### src/rtl/sdmbo_pkg.sv
// How it works
// - Base register loads on command, both banks low
// - Stored value held until rewrite, reset or deep power-down
// - Length A0-A2, type A3, latency A4-A6
// - A3 zero sequential, one interleaved
// - Lengths two, four, eight, both types
// - Optional length sixteen, same scheme
// - Length sets columns per read or write
// - Upper column bits select aligned block
// - Burst wraps inside its block
// - Sequential offset is previous plus one
// - One length serves reads and writes
// - Bank one high, zero low loads extended
// - Read latency three, two and four optional
`default_nettype none
package sdmbo_pkg;
    localparam int MODE_W       = 12;
    localparam int COL_W        = 9;
    localparam int BL_LSB       = 0;
    localparam int BL_MSB       = 2;
    localparam int BT_BIT       = 3;
    localparam int CL_LSB       = 4;
    localparam int CL_MSB       = 6;
    localparam logic [2:0] BL_CODE_2  = 3'h1;
    localparam logic [2:0] BL_CODE_4  = 3'h2;
    localparam logic [2:0] BL_CODE_8  = 3'h3;
    localparam logic [2:0] BL_CODE_16 = 3'h4;
    localparam logic [2:0] CL_CODE_2  = 3'h2;
    localparam logic [2:0] CL_CODE_3  = 3'h3;
    localparam logic [2:0] CL_CODE_4  = 3'h4;
    localparam logic [1:0] BANK_BASE  = 2'h0;
    localparam logic [1:0] BANK_EXT   = 2'h2;

    typedef enum logic [1:0] {
        SDMBO_IDLE  = 2'b00,
        SDMBO_BURST = 2'b01
    } sdmbo_state_e;

    typedef struct packed {
        logic                 valid;
        logic                 is_write;
        logic [COL_W-1:0]     col;
    } sdmbo_cmd_s;

    typedef struct packed {
        logic [4:0] len;
        logic       interleave;
        logic [2:0] latency;
        logic       len_ok;
        logic       lat_ok;
    } sdmbo_mode_s;
endpackage
`default_nettype wire

### src/rtl/sdmbo_decode.sv
`default_nettype none
module sdmbo_decode
    import sdmbo_pkg::*;
#(
    parameter bit HAS_BL16 = 1'b1,
    parameter bit HAS_CL2  = 1'b1,
    parameter bit HAS_CL4  = 1'b0
) (
    input  wire logic [MODE_W-1:0] mode_i,
    output sdmbo_mode_s            mode_o
);
    logic [2:0] bl_code;
    logic [2:0] cl_code;
    assign bl_code = mode_i[BL_MSB:BL_LSB];
    assign cl_code = mode_i[CL_MSB:CL_LSB];

    always_comb begin
        mode_o            = '0;
        mode_o.interleave = mode_i[BT_BIT];
        case (bl_code)
            BL_CODE_2:  begin mode_o.len = 5'h02; mode_o.len_ok = 1'b1; end
            BL_CODE_4:  begin mode_o.len = 5'h04; mode_o.len_ok = 1'b1; end
            BL_CODE_8:  begin mode_o.len = 5'h08; mode_o.len_ok = 1'b1; end
            BL_CODE_16: begin mode_o.len = 5'h10; mode_o.len_ok = HAS_BL16; end
            default:    begin mode_o.len = 5'h00; mode_o.len_ok = 1'b0; end
        endcase
        if (!mode_o.len_ok) begin
            mode_o.len = 5'h00;
        end
        case (cl_code)
            CL_CODE_2: begin mode_o.latency = 3'h2; mode_o.lat_ok = HAS_CL2; end
            CL_CODE_3: begin mode_o.latency = 3'h3; mode_o.lat_ok = 1'b1; end
            CL_CODE_4: begin mode_o.latency = 3'h4; mode_o.lat_ok = HAS_CL4; end
            default:   begin mode_o.latency = 3'h0; mode_o.lat_ok = 1'b0; end
        endcase
    end
endmodule
`default_nettype wire

### src/rtl/sdmbo_burst.sv
`default_nettype none
module sdmbo_burst
    import sdmbo_pkg::*;
#(
    parameter bit HAS_BL16 = 1'b1,
    parameter bit HAS_CL2  = 1'b1,
    parameter bit HAS_CL4  = 1'b0
) (
    input  wire logic                clk_i,
    input  wire logic                sys_rst_i,
    input  wire logic                load_mode_command_i,
    input  wire logic                bank_select_0_i,
    input  wire logic                bank_select_1_i,
    input  wire logic [MODE_W-1:0]   addr_i,
    input  wire logic                deep_power_down_i,
    input  wire sdmbo_pkg::sdmbo_cmd_s cmd_i,
    output logic [MODE_W-1:0]        base_mode_o,
    output logic [MODE_W-1:0]        ext_mode_o,
    output logic                     mode_valid_o,
    output logic [2:0]               read_latency_o,
    output logic                     setting_ok_o,
    output logic                     col_valid_o,
    output logic                     col_write_o,
    output logic                     col_last_o,
    output logic [COL_W-1:0]         col_o
);
    import sdmbo_pkg::*;

    logic [MODE_W-1:0] base_mode_ff;
    logic [MODE_W-1:0] ext_mode_ff;
    logic              mode_valid_ff;
    logic              ext_valid_ff;
    sdmbo_mode_s       mode;
    sdmbo_state_e      state_ff;
    sdmbo_state_e      nxt_state;
    logic [COL_W-1:0]  block_ff;
    logic [3:0]        start_ff;
    logic [3:0]        idx_ff;
    logic [3:0]        mask_ff;
    logic              inter_ff;
    logic              write_ff;
    logic [3:0]        mask_now;
    logic [3:0]        nxt_idx;
    logic              base_load;
    logic              ext_load;
    logic              burst_end;
    logic [3:0]        nxt_offset;
    logic [3:0]        cur_off;
    logic              start_ok;

    assign base_load = load_mode_command_i && !bank_select_1_i && !bank_select_0_i;
    assign ext_load  = load_mode_command_i && bank_select_1_i && !bank_select_0_i;

    // No reset default: contents only become valid when loaded
    always_ff @(posedge clk_i) begin
        if (base_load) begin
            base_mode_ff <= addr_i;
        end
    end

    always_ff @(posedge clk_i) begin
        if (ext_load) begin
            ext_mode_ff <= addr_i;
        end
    end

    always_ff @(posedge clk_i) begin
        if (sys_rst_i || deep_power_down_i) begin
            mode_valid_ff <= 1'b0;
            ext_valid_ff  <= 1'b0;
        end else begin
            if (base_load) begin
                mode_valid_ff <= 1'b1;
            end
            if (ext_load) begin
                ext_valid_ff <= 1'b1;
            end
        end
    end

    sdmbo_decode #(
        .HAS_BL16 (HAS_BL16),
        .HAS_CL2  (HAS_CL2),
        .HAS_CL4  (HAS_CL4)
    ) u_decode (
        .mode_i (base_mode_ff),
        .mode_o (mode)
    );

    assign mask_now = mode.len_ok ? 4'(mode.len - 5'h01) : 4'h0;
    assign start_ok = cmd_i.valid && mode_valid_ff && mode.len_ok;

    always_comb begin
        nxt_state = state_ff;
        case (state_ff)
            SDMBO_IDLE:  if (start_ok && mask_now != 4'h0) nxt_state = SDMBO_BURST;
            SDMBO_BURST: if (burst_end && !start_ok) nxt_state = SDMBO_IDLE;
            default:     nxt_state = SDMBO_IDLE;
        endcase
    end

    always_ff @(posedge clk_i) begin
        if (sys_rst_i) begin
            state_ff <= SDMBO_IDLE;
        end else begin
            state_ff <= nxt_state;
        end
    end

    assign burst_end = (idx_ff == mask_ff);
    assign nxt_idx   = idx_ff + 4'h1;
    // Sequential adds and wraps in the block; interleaved xors the index
    assign nxt_offset = inter_ff ? (start_ff ^ nxt_idx) & mask_ff
                                 : (start_ff + nxt_idx) & mask_ff;
    assign cur_off = (col_o[3:0] & mask_ff);

    always_ff @(posedge clk_i) begin
        if (sys_rst_i) begin
            idx_ff      <= 4'h0;
            mask_ff     <= 4'h0;
            start_ff    <= 4'h0;
            inter_ff    <= 1'b0;
            write_ff    <= 1'b0;
            block_ff    <= '0;
            col_o       <= '0;
            col_valid_o <= 1'b0;
            col_last_o  <= 1'b0;
            col_write_o <= 1'b0;
        end else if (start_ok) begin
            // A new command cuts off a running burst
            idx_ff      <= 4'h0;
            mask_ff     <= mask_now;
            start_ff    <= cmd_i.col[3:0] & mask_now;
            inter_ff    <= mode.interleave;
            write_ff    <= cmd_i.is_write;
            block_ff    <= cmd_i.col & ~COL_W'(mask_now);
            col_o       <= cmd_i.col;
            col_valid_o <= 1'b1;
            col_last_o  <= (mask_now == 4'h0);
            col_write_o <= cmd_i.is_write;
        end else if (state_ff == SDMBO_BURST && !burst_end) begin
            idx_ff      <= nxt_idx;
            col_o       <= block_ff | COL_W'(nxt_offset);
            col_valid_o <= 1'b1;
            col_last_o  <= (nxt_idx == mask_ff);
            col_write_o <= write_ff;
        end else begin
            col_valid_o <= 1'b0;
            col_last_o  <= 1'b0;
        end
    end

    assign base_mode_o    = mode_valid_ff ? base_mode_ff : '0;
    assign ext_mode_o     = ext_valid_ff ? ext_mode_ff : '0;
    assign mode_valid_o   = mode_valid_ff && ext_valid_ff;
    assign read_latency_o = (mode_valid_ff && mode.lat_ok) ? mode.latency : 3'h0;
    assign setting_ok_o   = mode_valid_ff && mode.len_ok && mode.lat_ok;
endmodule
`default_nettype wire

### config.mk
export PLATFORM = sky130hd
export DESIGN_NAME = sdmbo_burst
export DESIGN_NICKNAME = d
export VERILOG_FILES = /design/src/rtl/sdmbo_pkg.sv /design/src/rtl/sdmbo_decode.sv /design/src/rtl/sdmbo_burst.sv
export SDC_FILE = /design/constraint.sdc
export NUM_CORES = 1
export LEC_CHECK = 0
export BUFFER_PORTS_ARGS = -buffer_cell sky130_fd_sc_hd__buf_2
export CORE_ASPECT_RATIO = 2
export CORE_MARGIN = 2
export CORE_UTILIZATION = 50
export DETAILED_ROUTE_END_ITERATION = 10
export PLACE_DENSITY = 0.83
export SYNTH_ARGS = -nofsm -noshare
export SYNTH_HDL_FRONTEND = slang
export SYNTH_SLANG_ARGS = --single-unit
### constraint.sdc
create_clock -name clk_i -period 2.35 [get_ports clk_i]
set_input_delay 0.5875 -clock clk_i [delete_from_list [all_inputs] [get_ports clk_i]]
set_output_delay 0.5875 -clock clk_i [all_outputs]
set_load 0.01 [all_outputs]
Yosys cells after proc, flatten, opt, wreduce, memory -nomap -nowiden. Index checks and enable logic that the tools add are counted. W data, S select, Z words.

Register bits after elaboration: 63. Input bits: 29. Output and inout port bits: 41.

$add $sub $neg: 3. Equality and inequality tests: 12. Multiplexer cells: 21. Bitwise logic cells: 7. Reduce and logical (&&, ||, !) cells: 26.

Operators with widths (number): $mux W12 (2); $mux W9 (2); $pmux W4 S4 (1); $logic_and A1 B1 Y1 (13); $and A4 B4 Y4 (3); $eq A3 B2 Y1 const B (4); $mux W4 (3); $and A9 B9 Y9 (1); $not A4 Y9 (1); $or A9 B4 Y9 (1); $pmux W3 S3 (1); $eq A4 B4 Y1 (2); $mux W1 (8); $eq A3 B3 Y1 const B (2); $add A4 B1 Y4 const B (1); $add A4 B4 Y4 (1); $logic_not A1 Y1 (4); $logic_not A4 Y1 (1); $mux W2 (2); $ne A2 B2 Y1 const B (2); $pmux W2 S2 (1); $reduce_bool A4 Y1 (1); $reduce_or A2 Y1 (2); $reduce_or A4 Y1 (1); 9 further kinds (9).

Longest topological paths before layout. Gate-level depths: netlist of the first run.

Word-level depth: 10. Depth in mapped cells: 7.

Modules after synthesis. Synthesis of the first run repeated with hierarchy kept, for this count alone.

Cells, all modules: 263. Area, all modules: 2767.7 um^2.

By module, submodules not included: sdmbo_burst (times used 1, cells each 250, area an instance 2668.8 um^2, seq. area each 1481.4 um^2); sdmbo_decode (times used 1, cells each 13, area an instance 98.8 um^2, seq. area each 0.0 um^2).

Worst setup path before layout of the first run. OpenSTA, ideal clock, no wires.

Kind: input port to flip-flop. Start: input port bank_select_0_i. End: register base_mode_ff[0] (enable). Setup time: 0.402 ns. Arrival: 1.606 ns. Required time: 1.948 ns. Setup slack: 0.342 ns. Cell stages on the path: 1. Path buffers: 0. Path through: nor3b_1.

Word-level cells in the longest chain between the ends: 2.

Ends and longest elaborated chain: from (decl) (RTL line sdmbo_burst.sv:12) `input wire logic bank_select_0_i,`; $logic_not A1 Y1 (RTL line sdmbo_burst.sv:51) `assign base_load = load_mode_command_i && !bank_select_1_i && !bank_select_0_i;`; $logic_and A1 B1 Y1 (RTL line sdmbo_burst.sv:51); to (signal assigned) (RTL line sdmbo_burst.sv:57) `base_mode_ff <= addr_i;`; to (decl) (RTL line sdmbo_burst.sv:29) `logic [MODE_W-1:0] base_mode_ff;`.

Every way passes these cells. A chain may end at the register's enable or synchronous reset.

Worst setup path in the final report of the first run.
Start: register base_mode_ff[0]. End: output port setting_ok_o.

Word-level cells in the longest chain between the ends: 5. Elaborated cells between the ends (all ways): 8. Those cells by class: 4 x eq/ne; 1 x mux; 3 x reduce/logical.

Ends and longest elaborated chain: $eq A3 B1 Y1 (tied with other cells) (RTL line sdmbo_decode.sv:20) `case (bl_code)`; $reduce_or A4 Y1 (no line) *; $mux W1 * (RTL line sdmbo_decode.sv:20); $logic_and A1 B1 Y1 * (2 in series) (RTL line sdmbo_burst.sv:157) `assign setting_ok_o = mode_valid_ff && mode.len_ok && mode.lat_ok;`; to (decl) (RTL line sdmbo_burst.sv:21) `output logic setting_ok_o,`.

Every way passes the cells marked *; elsewhere a longest branch is shown, timed or not.

==> impl_metrics.json, run 1 <==
{
  "synth_ff_type": "dfxtp_1",
  "postCtsSetupRepairBufs": 0,
  "antenna_cells": 0,
  "p_comb_share_pct": 4.5,
  "die-area_sq_um": 6106,
  "hold_depth": 2,
  "ys_warn_count": 0,
  "p_clk_share_pct": 42.0,
  "cpMaxStageDelayCell": "edfxtp_1",
  "die_h_microns": 108.5,
  "use_met2_pct": 35.38,
  "cp_cell_sequence": "o21a_4 -> nor4_1 -> buf_2",
  "critPathKind": "flip-flop to output pin",
  "grt.total_usage_pct": 20.22,
  "p_leak_nw": 1.468,
  "die_w_microns": 56.26,
  "grt_pass1_vias": 2123,
  "rr_worst_depth": 6,
  "cp-start-kind": "flip-flop",
  "finalNonFillerCells": 397,
  "rr_startpoint": "idx_ff[0]$_SDFFE_PP0P_",
  "placed_cell_area_sq_um": 3139,
  "clock-sinks": 62,
  "drc": 0,
  "nFillCells": 438,
  "synth_cells": 261,
  "cts_tree": "done",
  "fmax_mhz": 479.2,
  "cp.arrival_ps": 1500,
  "drv_cap": 0,
  "hold-worst-slack_ps": 418.9,
  "first_pass_iters": 4,
  "crit_required_ps": 1760,
  "p_seq_share_pct": 53.4,
  "report.final.slew_viol_count": 0,
  "setup_viol": 0,
  "stdcell_area_sq_um": 3332,
  "grt_use_met1_pct": 22.18,
  "swShare_pct": 21.47,
  "clk_latency_ps": 340,
  "hold_path.startpoint": "deep_power_down_i",
  "cts-root-buf": "clkbuf_8",
  "syn_area_sq_um": 2731,
  "cts_hold_buf": 0,
  "syn_avg_cell_area_sq_um": 10.47,
  "wl_per_cell_microns": 14.53,
  "final_antenna_net_count": 0,
  "internal_power_mw": 1.700,
  "final_layout_size_suffix_gt1_share_pct": 29.38,
  "final_hold_viol_count": 0,
  "rows": 38,
  "peakVddDrop_uv": 574.3,
  "cts_max_path_buffers": 2,
  "use_met3_pct": 5.861,
  "ios": 70,
  "vias_per_cell": 5.426,
  "nets": 367,
  "synth_seq_cells": 62,
  "grt_max_degree": 25,
  "worstHoldEndpoint": "mode_valid_ff$_SDFFE_PP0P_",
  "clk_pin_slew_ps": 70,
  "async_flop_share_pct": 0,
  "r2r_end": "col_o[3]$_SDFFE_PP0P_",
  "ctsHtreeMaxLevel": 3,
  "end_kind": "output pin",
  "yosysSeqAreaShare_pct": 54.24,
  "vias": 2154,
  "drtIter0Drc": 32,
  "min_path_type": "primary input to flip-flop",
  "synth_nets": 296,
  "timing.slew.headroom_pct": 60.40,
  "antenna_found_initial": 0,
  "cp_max_fo": 7,
  "start_util_pct": 51.29,
  "worst_pin_slew_ps": 594.0,
  "p_total_mw": 2.165,
  "synth_edf_count": 24,
  "grt-busiest-layer": "met2",
  "r2r_slack_ps": 290,
  "cts.repair.resized": 0,
  "finalWirelength_microns": 5768,
  "period_share_pct": 88.81,
  "skew_ps": 6.299,
  "powerDensity_nw_per_um2": 649.6,
  "syn_to_final_growth_pct": 21.99,
  "tns_ps": 0,
  "status": "complete, no violations",
  "fin_crit_ps": 2087,
  "place_hpwl_microns": 4096,
  "place.gp.congestion": 0.8857,
  "overflow": 0,
  "rsz0062_at_grt": "false",
  "ys_types": 45,
  "coreArea_sq_um": 5325,
  "power.switching_mw": 0.4647,
  "dp_cells": 381,
  "critical_path.max_stage_delay_ps": 500,
  "grt_pass1_wl_microns": 9549,
  "numPortBuffers": 68,
  "numCtsBuffers": 9
}
==> synthesized netlist by cell type (2+ instances only) <==
cell	count	area, sq um
buf_2	4	20.02
xnor2_1	5	43.79
nor3_1	4	20.02
ha_1	5	62.56
nand2b_1	2	12.51
clkbuf_1	8	30.03
edfxtp_1	24	720.7
a21oi_1	20	100.1
nand3b_1	3	22.52
a211oi_1	10	75.07
mux2i_1	7	70.07
nor4_1	2	12.51
and2_1	25	156.4
or3_1	4	25.02
nand2_1	28	105.1
dfxtp_1	38	760.7
buf_4	2	15.01
o31ai_1	3	22.52
o21ai_0	2	10.01
nor2b_1	3	18.77
nor2_1	20	75.07
xor2_1	7	61.31
inv_1	8	30.03
nand3_1	3	15.01
nor3_2	2	20.02
nand4_1	2	12.51
mux2_2	2	22.52
==> metrics by stage <==
| step | utilization (%) | setup slack, ps |
|---|---|---|
| detailed placement | 58.95 | 309.4 |
| finish | 62.57 | 263.0 |
| global placement | 58.95 | 380.6 |
| global route | 62.57 | 168.4 |
| floorplan | - | 342.1 |
| CTS | 62.57 | 241.0 |
==> area by class of cell <==
class | instances | area [sq um] | area share [%]
Sequential cell | 62 | 1481 | 44.46
Multi-Input combinational cell | 176 | 1160 | 34.81
Timing Repair Buffer | 75 | 392.9 | 11.79
Clock buffer | 12 | 145.1 | 4.356
Tap cell | 60 | 75.07 | 2.253
Clock inverter | 4 | 47.55 | 1.427
Inverter | 8 | 30.03 | 0.9012
==> power by group through the flow <==
| stage | clock (mW) | combinational [mW] | sequential [mW] |
|---|---|---|---|
| after CTS | 0.924 | 0.0988 | 1.16 |
| after floorplan | 0 | 0.0501 | 1.18 |
| after detailed placement | 0 | 0.0979 | 1.18 |
| after global placement | 0 | 0.0935 | 1.18 |
| final | 0.910 | 0.0982 | 1.16 |
| after global routing | 0.958 | 0.108 | 1.16 |
==> worst max-delay path: cells and delay by family, from the launching register on <==
kind,cells,cell delay (ps)
buffers and inverters,1,170
DFF,1,500
AOI/OAI and AO/OA,1,290
and+or+nand+nor,1,210
==> cells in the final DEF, fill, tap and decap left out, types with 3 or more instances in the layout <==
cell,n
buf_2,68
dfxtp_1,38
nand2_1,28
and2_1,25
edfxtp_1,24
nor2_1,20
a21oi_1,20
a211oi_1,10
clkbuf_8,10
inv_1,8
xor2_1,7
mux2i_1,7
buf_4,7
xnor2_1,5
ha_1,5
nor3_1,4
or3_1,4
nand3_1,3
nand3b_1,3
o31ai_1,3
nor2b_1,3
==> layer usage <==
layer	share of wire (%)	wire length (microns)	vias up
met1	40	2303	1031
met3	6.0	348	8
met4	1.7	99	0
li1	-	-	1050
met2	52	3017	65
met5	0	0	-
==> how the worst max path moves through the flow <==
| stage | from | endpoint | slack, ps | cells past startpoint |
|---|---|---|---|---|
| after CTS | base_mode_ff[0]$_DFFE_PP_ | setting_ok_o | 240 | 3 |
| after detailed placement | idx_ff[0]$_SDFFE_PP0P_ | col_o[3]$_SDFFE_PP0P_ | 310 | 6 |
| after floorplan | bank_select_0_i | base_mode_ff[0]$_DFFE_PP_ | 340 | 1 |
| after global placement | idx_ff[0]$_SDFFE_PP0P_ | col_o[3]$_SDFFE_PP0P_ | 380 | 6 |
| final | base_mode_ff[0]$_DFFE_PP_ | setting_ok_o | 260 | 3 |
| after global routing | idx_ff[0]$_SDFFE_PP0P_ | col_o[3]$_SDFFE_PP0P_ | 170 | 7 |
==> flip-flops by register name, summed over array words and instances, names as in the netlist <==
signal and flops:
start_ff 4, col_write_o 1, ext_valid_ff 1, col_last_o 1, block_ff 9, state_ff 1
inter_ff 1, mask_ff 4, idx_ff 4, col_valid_o 1, write_ff 1, mode_valid_ff 1
col_o 9, ext_mode_ff 12, base_mode_ff 12
==> logic make-up after synthesis <==
group	Yosys count	share of synthesized area, %
compound gates	43	10.49
buf+inv	23	3.894
mux	9	3.390
fa+ha+maj	6	3.023
flops	62	54.24
xor+xnor	13	4.718
other cells	1	0.1373
simple gates	104	20.11
(Power assumes the default switching activity.)
==> run 2: changes to the inputs <==
--- a/config.mk
+++ b/config.mk
@@ -13,4 +13,5 @@
 export PLACE_DENSITY = 0.83
 export SYNTH_ARGS = -nofsm -noshare
 export SYNTH_HDL_FRONTEND = slang
+export SYNTH_HIERARCHICAL = 1
 export SYNTH_SLANG_ARGS = --single-unit
==> run 2 against run 1 <==
Compared with the run above: clock skew rose by 3.1 ps; setup slack got worse by 23 ps; routed wire length up 4.1%; area after synthesis is 1.1% higher; critical path depth is the same; die area up 1.0%; via count grew 0.74%; combinational power is 18% higher.
==> impl_metrics.json, run 2 <==
{
  "status": "complete, no violations",
  "tns_ps": 0,
  "grt-busiest-layer": "met2",
  "final_antenna_net_count": 0,
  "rr_worst_depth": 6,
  "synth_nets": 297,
  "ctsHtreeMaxLevel": 3,
  "rsz0062_at_grt": "false",
  "grt_pass1_vias": 2166,
  "min_path_type": "primary input to flip-flop",
  "nets": 369,
  "period_share_pct": 89.79,
  "p_clk_share_pct": 45.0,
  "ios": 70,
  "place.gp.congestion": 0.8502,
  "final_hold_viol_count": 0,
  "crit_path_start": "base_mode_ff[2]$_DFFE_PP_",
  "layout_common_cells": "69 x buf_2, 38 x dfxtp_1, 29 x nand2_1, 27 x and2_1, 24 x edfxtp_1",
  "power.switching_mw": 0.5199,
  "grt_max_degree": 27,
  "use_met3_pct": 6.999,
  "grt.total_usage_pct": 21.09,
  "r2r_end": "col_o[3]$_SDFFE_PP0P_",
  "numPortBuffers": 69,
  "vias_per_cell": 5.439,
  "hold-worst-slack_ps": 403.2,
  "start_util_pct": 51.40,
  "placed_cell_area_sq_um": 3164,
  "nFillCells": 456,
  "cp-start-kind": "flip-flop",
  "cp_cell_sequence": "xnor2_1 -> and3_1 -> buf_2",
  "ys_warn_count": 6,
  "numCtsBuffers": 9,
  "seq_area_sq_um": 1481,
  "cpMaxStageDelayCell": "edfxtp_1",
  "clock-sinks": 62,
  "reg.largest.list": "base_mode_ff (12), ext_mode_ff (12)",
  "clk_latency_ps": 360,
  "syn_area_sq_um": 2761,
  "rows": 38,
  "peakVddDrop_uv": 610.9,
  "critical_path.max_stage_delay_ps": 450,
  "r2r_slack_ps": 350,
  "worst_pin_slew_ps": 585.6,
  "internal_power_mw": 1.789,
  "overflow": 0,
  "clk_pin_slew_ps": 70,
  "antenna_found_initial": 0,
  "cts_hold_buf": 0,
  "wl_per_cell_microns": 15.04,
  "syn_avg_cell_area_sq_um": 10.54,
  "rr_startpoint": "idx_ff[0]$_SDFFE_PP0P_",
  "end_kind": "output pin",
  "drv_cap": 0,
  "critPathKind": "flip-flop to output pin",
  "first_pass_iters": 4,
  "hold_depth": 2,
  "p_comb_share_pct": 5.0,
  "postCtsSetupRepairBufs": 0,
  "skew_ps": 9.393,
  "multi_input_area_sq_um": 1184,
  "die_w_microns": 56.55,
  "finalWirelength_microns": 6002,
  "antenna_cells": 0,
  "critPathCapture": "setting_ok_o",
  "layout_commonest_cell": "buf_2",
  "stdcell_area_sq_um": 3383,
  "synth_cells": 262,
  "final_layout_size_suffix_gt1_share_pct": 32.74,
  "cts-root-buf": "clkbuf_8",
  "grt_pass1_wl_microns": 9694,
  "fin_crit_ps": 2110,
  "coreArea_sq_um": 5373,
  "syn_to_final_growth_pct": 22.52,
  "cts_max_path_buffers": 2,
  "vias": 2170,
  "die_h_microns": 109.1,
  "use_met2_pct": 38.21,
  "cts.repair.resized": 0,
  "place_hpwl_microns": 4563,
  "cts_tree": "done",
  "report.final.slew_viol_count": 0,
  "p_leak_nw": 1.553,
  "cp.arrival_ps": 1520,
  "p_seq_share_pct": 50.0,
  "die-area_sq_um": 6170,
  "setup_viol": 0,
  "drc": 0,
  "crit_required_ps": 1760,
  "powerDensity_nw_per_um2": 682.6,
  "timing.slew.headroom_pct": 60.63,
  "drtIter0Drc": 63,
  "swShare_pct": 22.51,
  "fmax_mhz": 473.9,
  "cp_max_fo": 5,
  "grt_use_met1_pct": 19.20
}
-- run 2: power by group through the flow --
stage          clock, mW  combinational (mW)  sequential, mW
5_1_grt             1.10               0.127            1.16
2_1_floorplan          0              0.0612            1.17
6_report            1.04               0.116            1.15
4_1_cts             1.05               0.116            1.15
3_5_place_dp           0               0.114            1.18
3_3_place_gp           0               0.112            1.18
-- run 2: cell type report --
type / instances / area share, %
clock buffer: 9 / 3.661
clock inverter: 7 / 2.811
inverter: 5 / 0.5547
multi-input combinational: 179 / 34.99
sequential: 62 / 43.79
tap: 60 / 2.219
timing repair buffer: 77 / 11.98
-- run 2: worst min-delay path by stage --
stage / end / slack [ps] / start
2_1_floorplan: block_ff[2]$_SDFFE_PP0P_ / 430 / block_ff[2]$_SDFFE_PP0P_
3_3_place_gp: block_ff[0]$_SDFFE_PP0P_ / 440 / block_ff[0]$_SDFFE_PP0P_
3_5_place_dp: col_o[0]$_SDFFE_PP0P_ / 440 / col_o[0]$_SDFFE_PP0P_
4_1_cts: ext_valid_ff$_SDFFE_PP0P_ / 390 / deep_power_down_i
5_1_grt: base_mode_ff[7]$_DFFE_PP_ / 410 / addr_i[7]
6_report: ext_valid_ff$_SDFFE_PP0P_ / 400 / deep_power_down_i
-- run 2: through the flow --
| stage | instances | total power [mW] | util (%) | setup WS [ps] |
|---|---|---|---|---|
| floorplan | 262 | 1.236 | - | 342.1 |
| global placement | 383 | 1.289 | 58.90 | 437.2 |
| detailed placement | 383 | 1.293 | 58.90 | 375.9 |
| CTS | 399 | 2.322 | 62.97 | 205.4 |
| global route | 399 | 2.380 | 62.97 | 100.7 |
| finish | 399 | 2.309 | 62.97 | 240.0 |
-- run 2: per-layer routing --
metal / share of wire, % / vias up / routed length, microns
met5: 0 / - / 0
met4: 5.0 / 0 / 299
met3: 6.0 / 22 / 359
met2: 55 / 81 / 3319
met1: 34 / 1020 / 2024
li1: - / 1047 / -
-- run 2: worst max-delay path: cells and delay by family (launching register included) --
| kind | cells | cell delay, ps |
|---|---|---|
| xor gates and xnor gates | 1 | 380 |
| buffers and inverters | 1 | 130 |
| DFF | 1 | 450 |
| and+or+nand+nor | 1 | 210 |
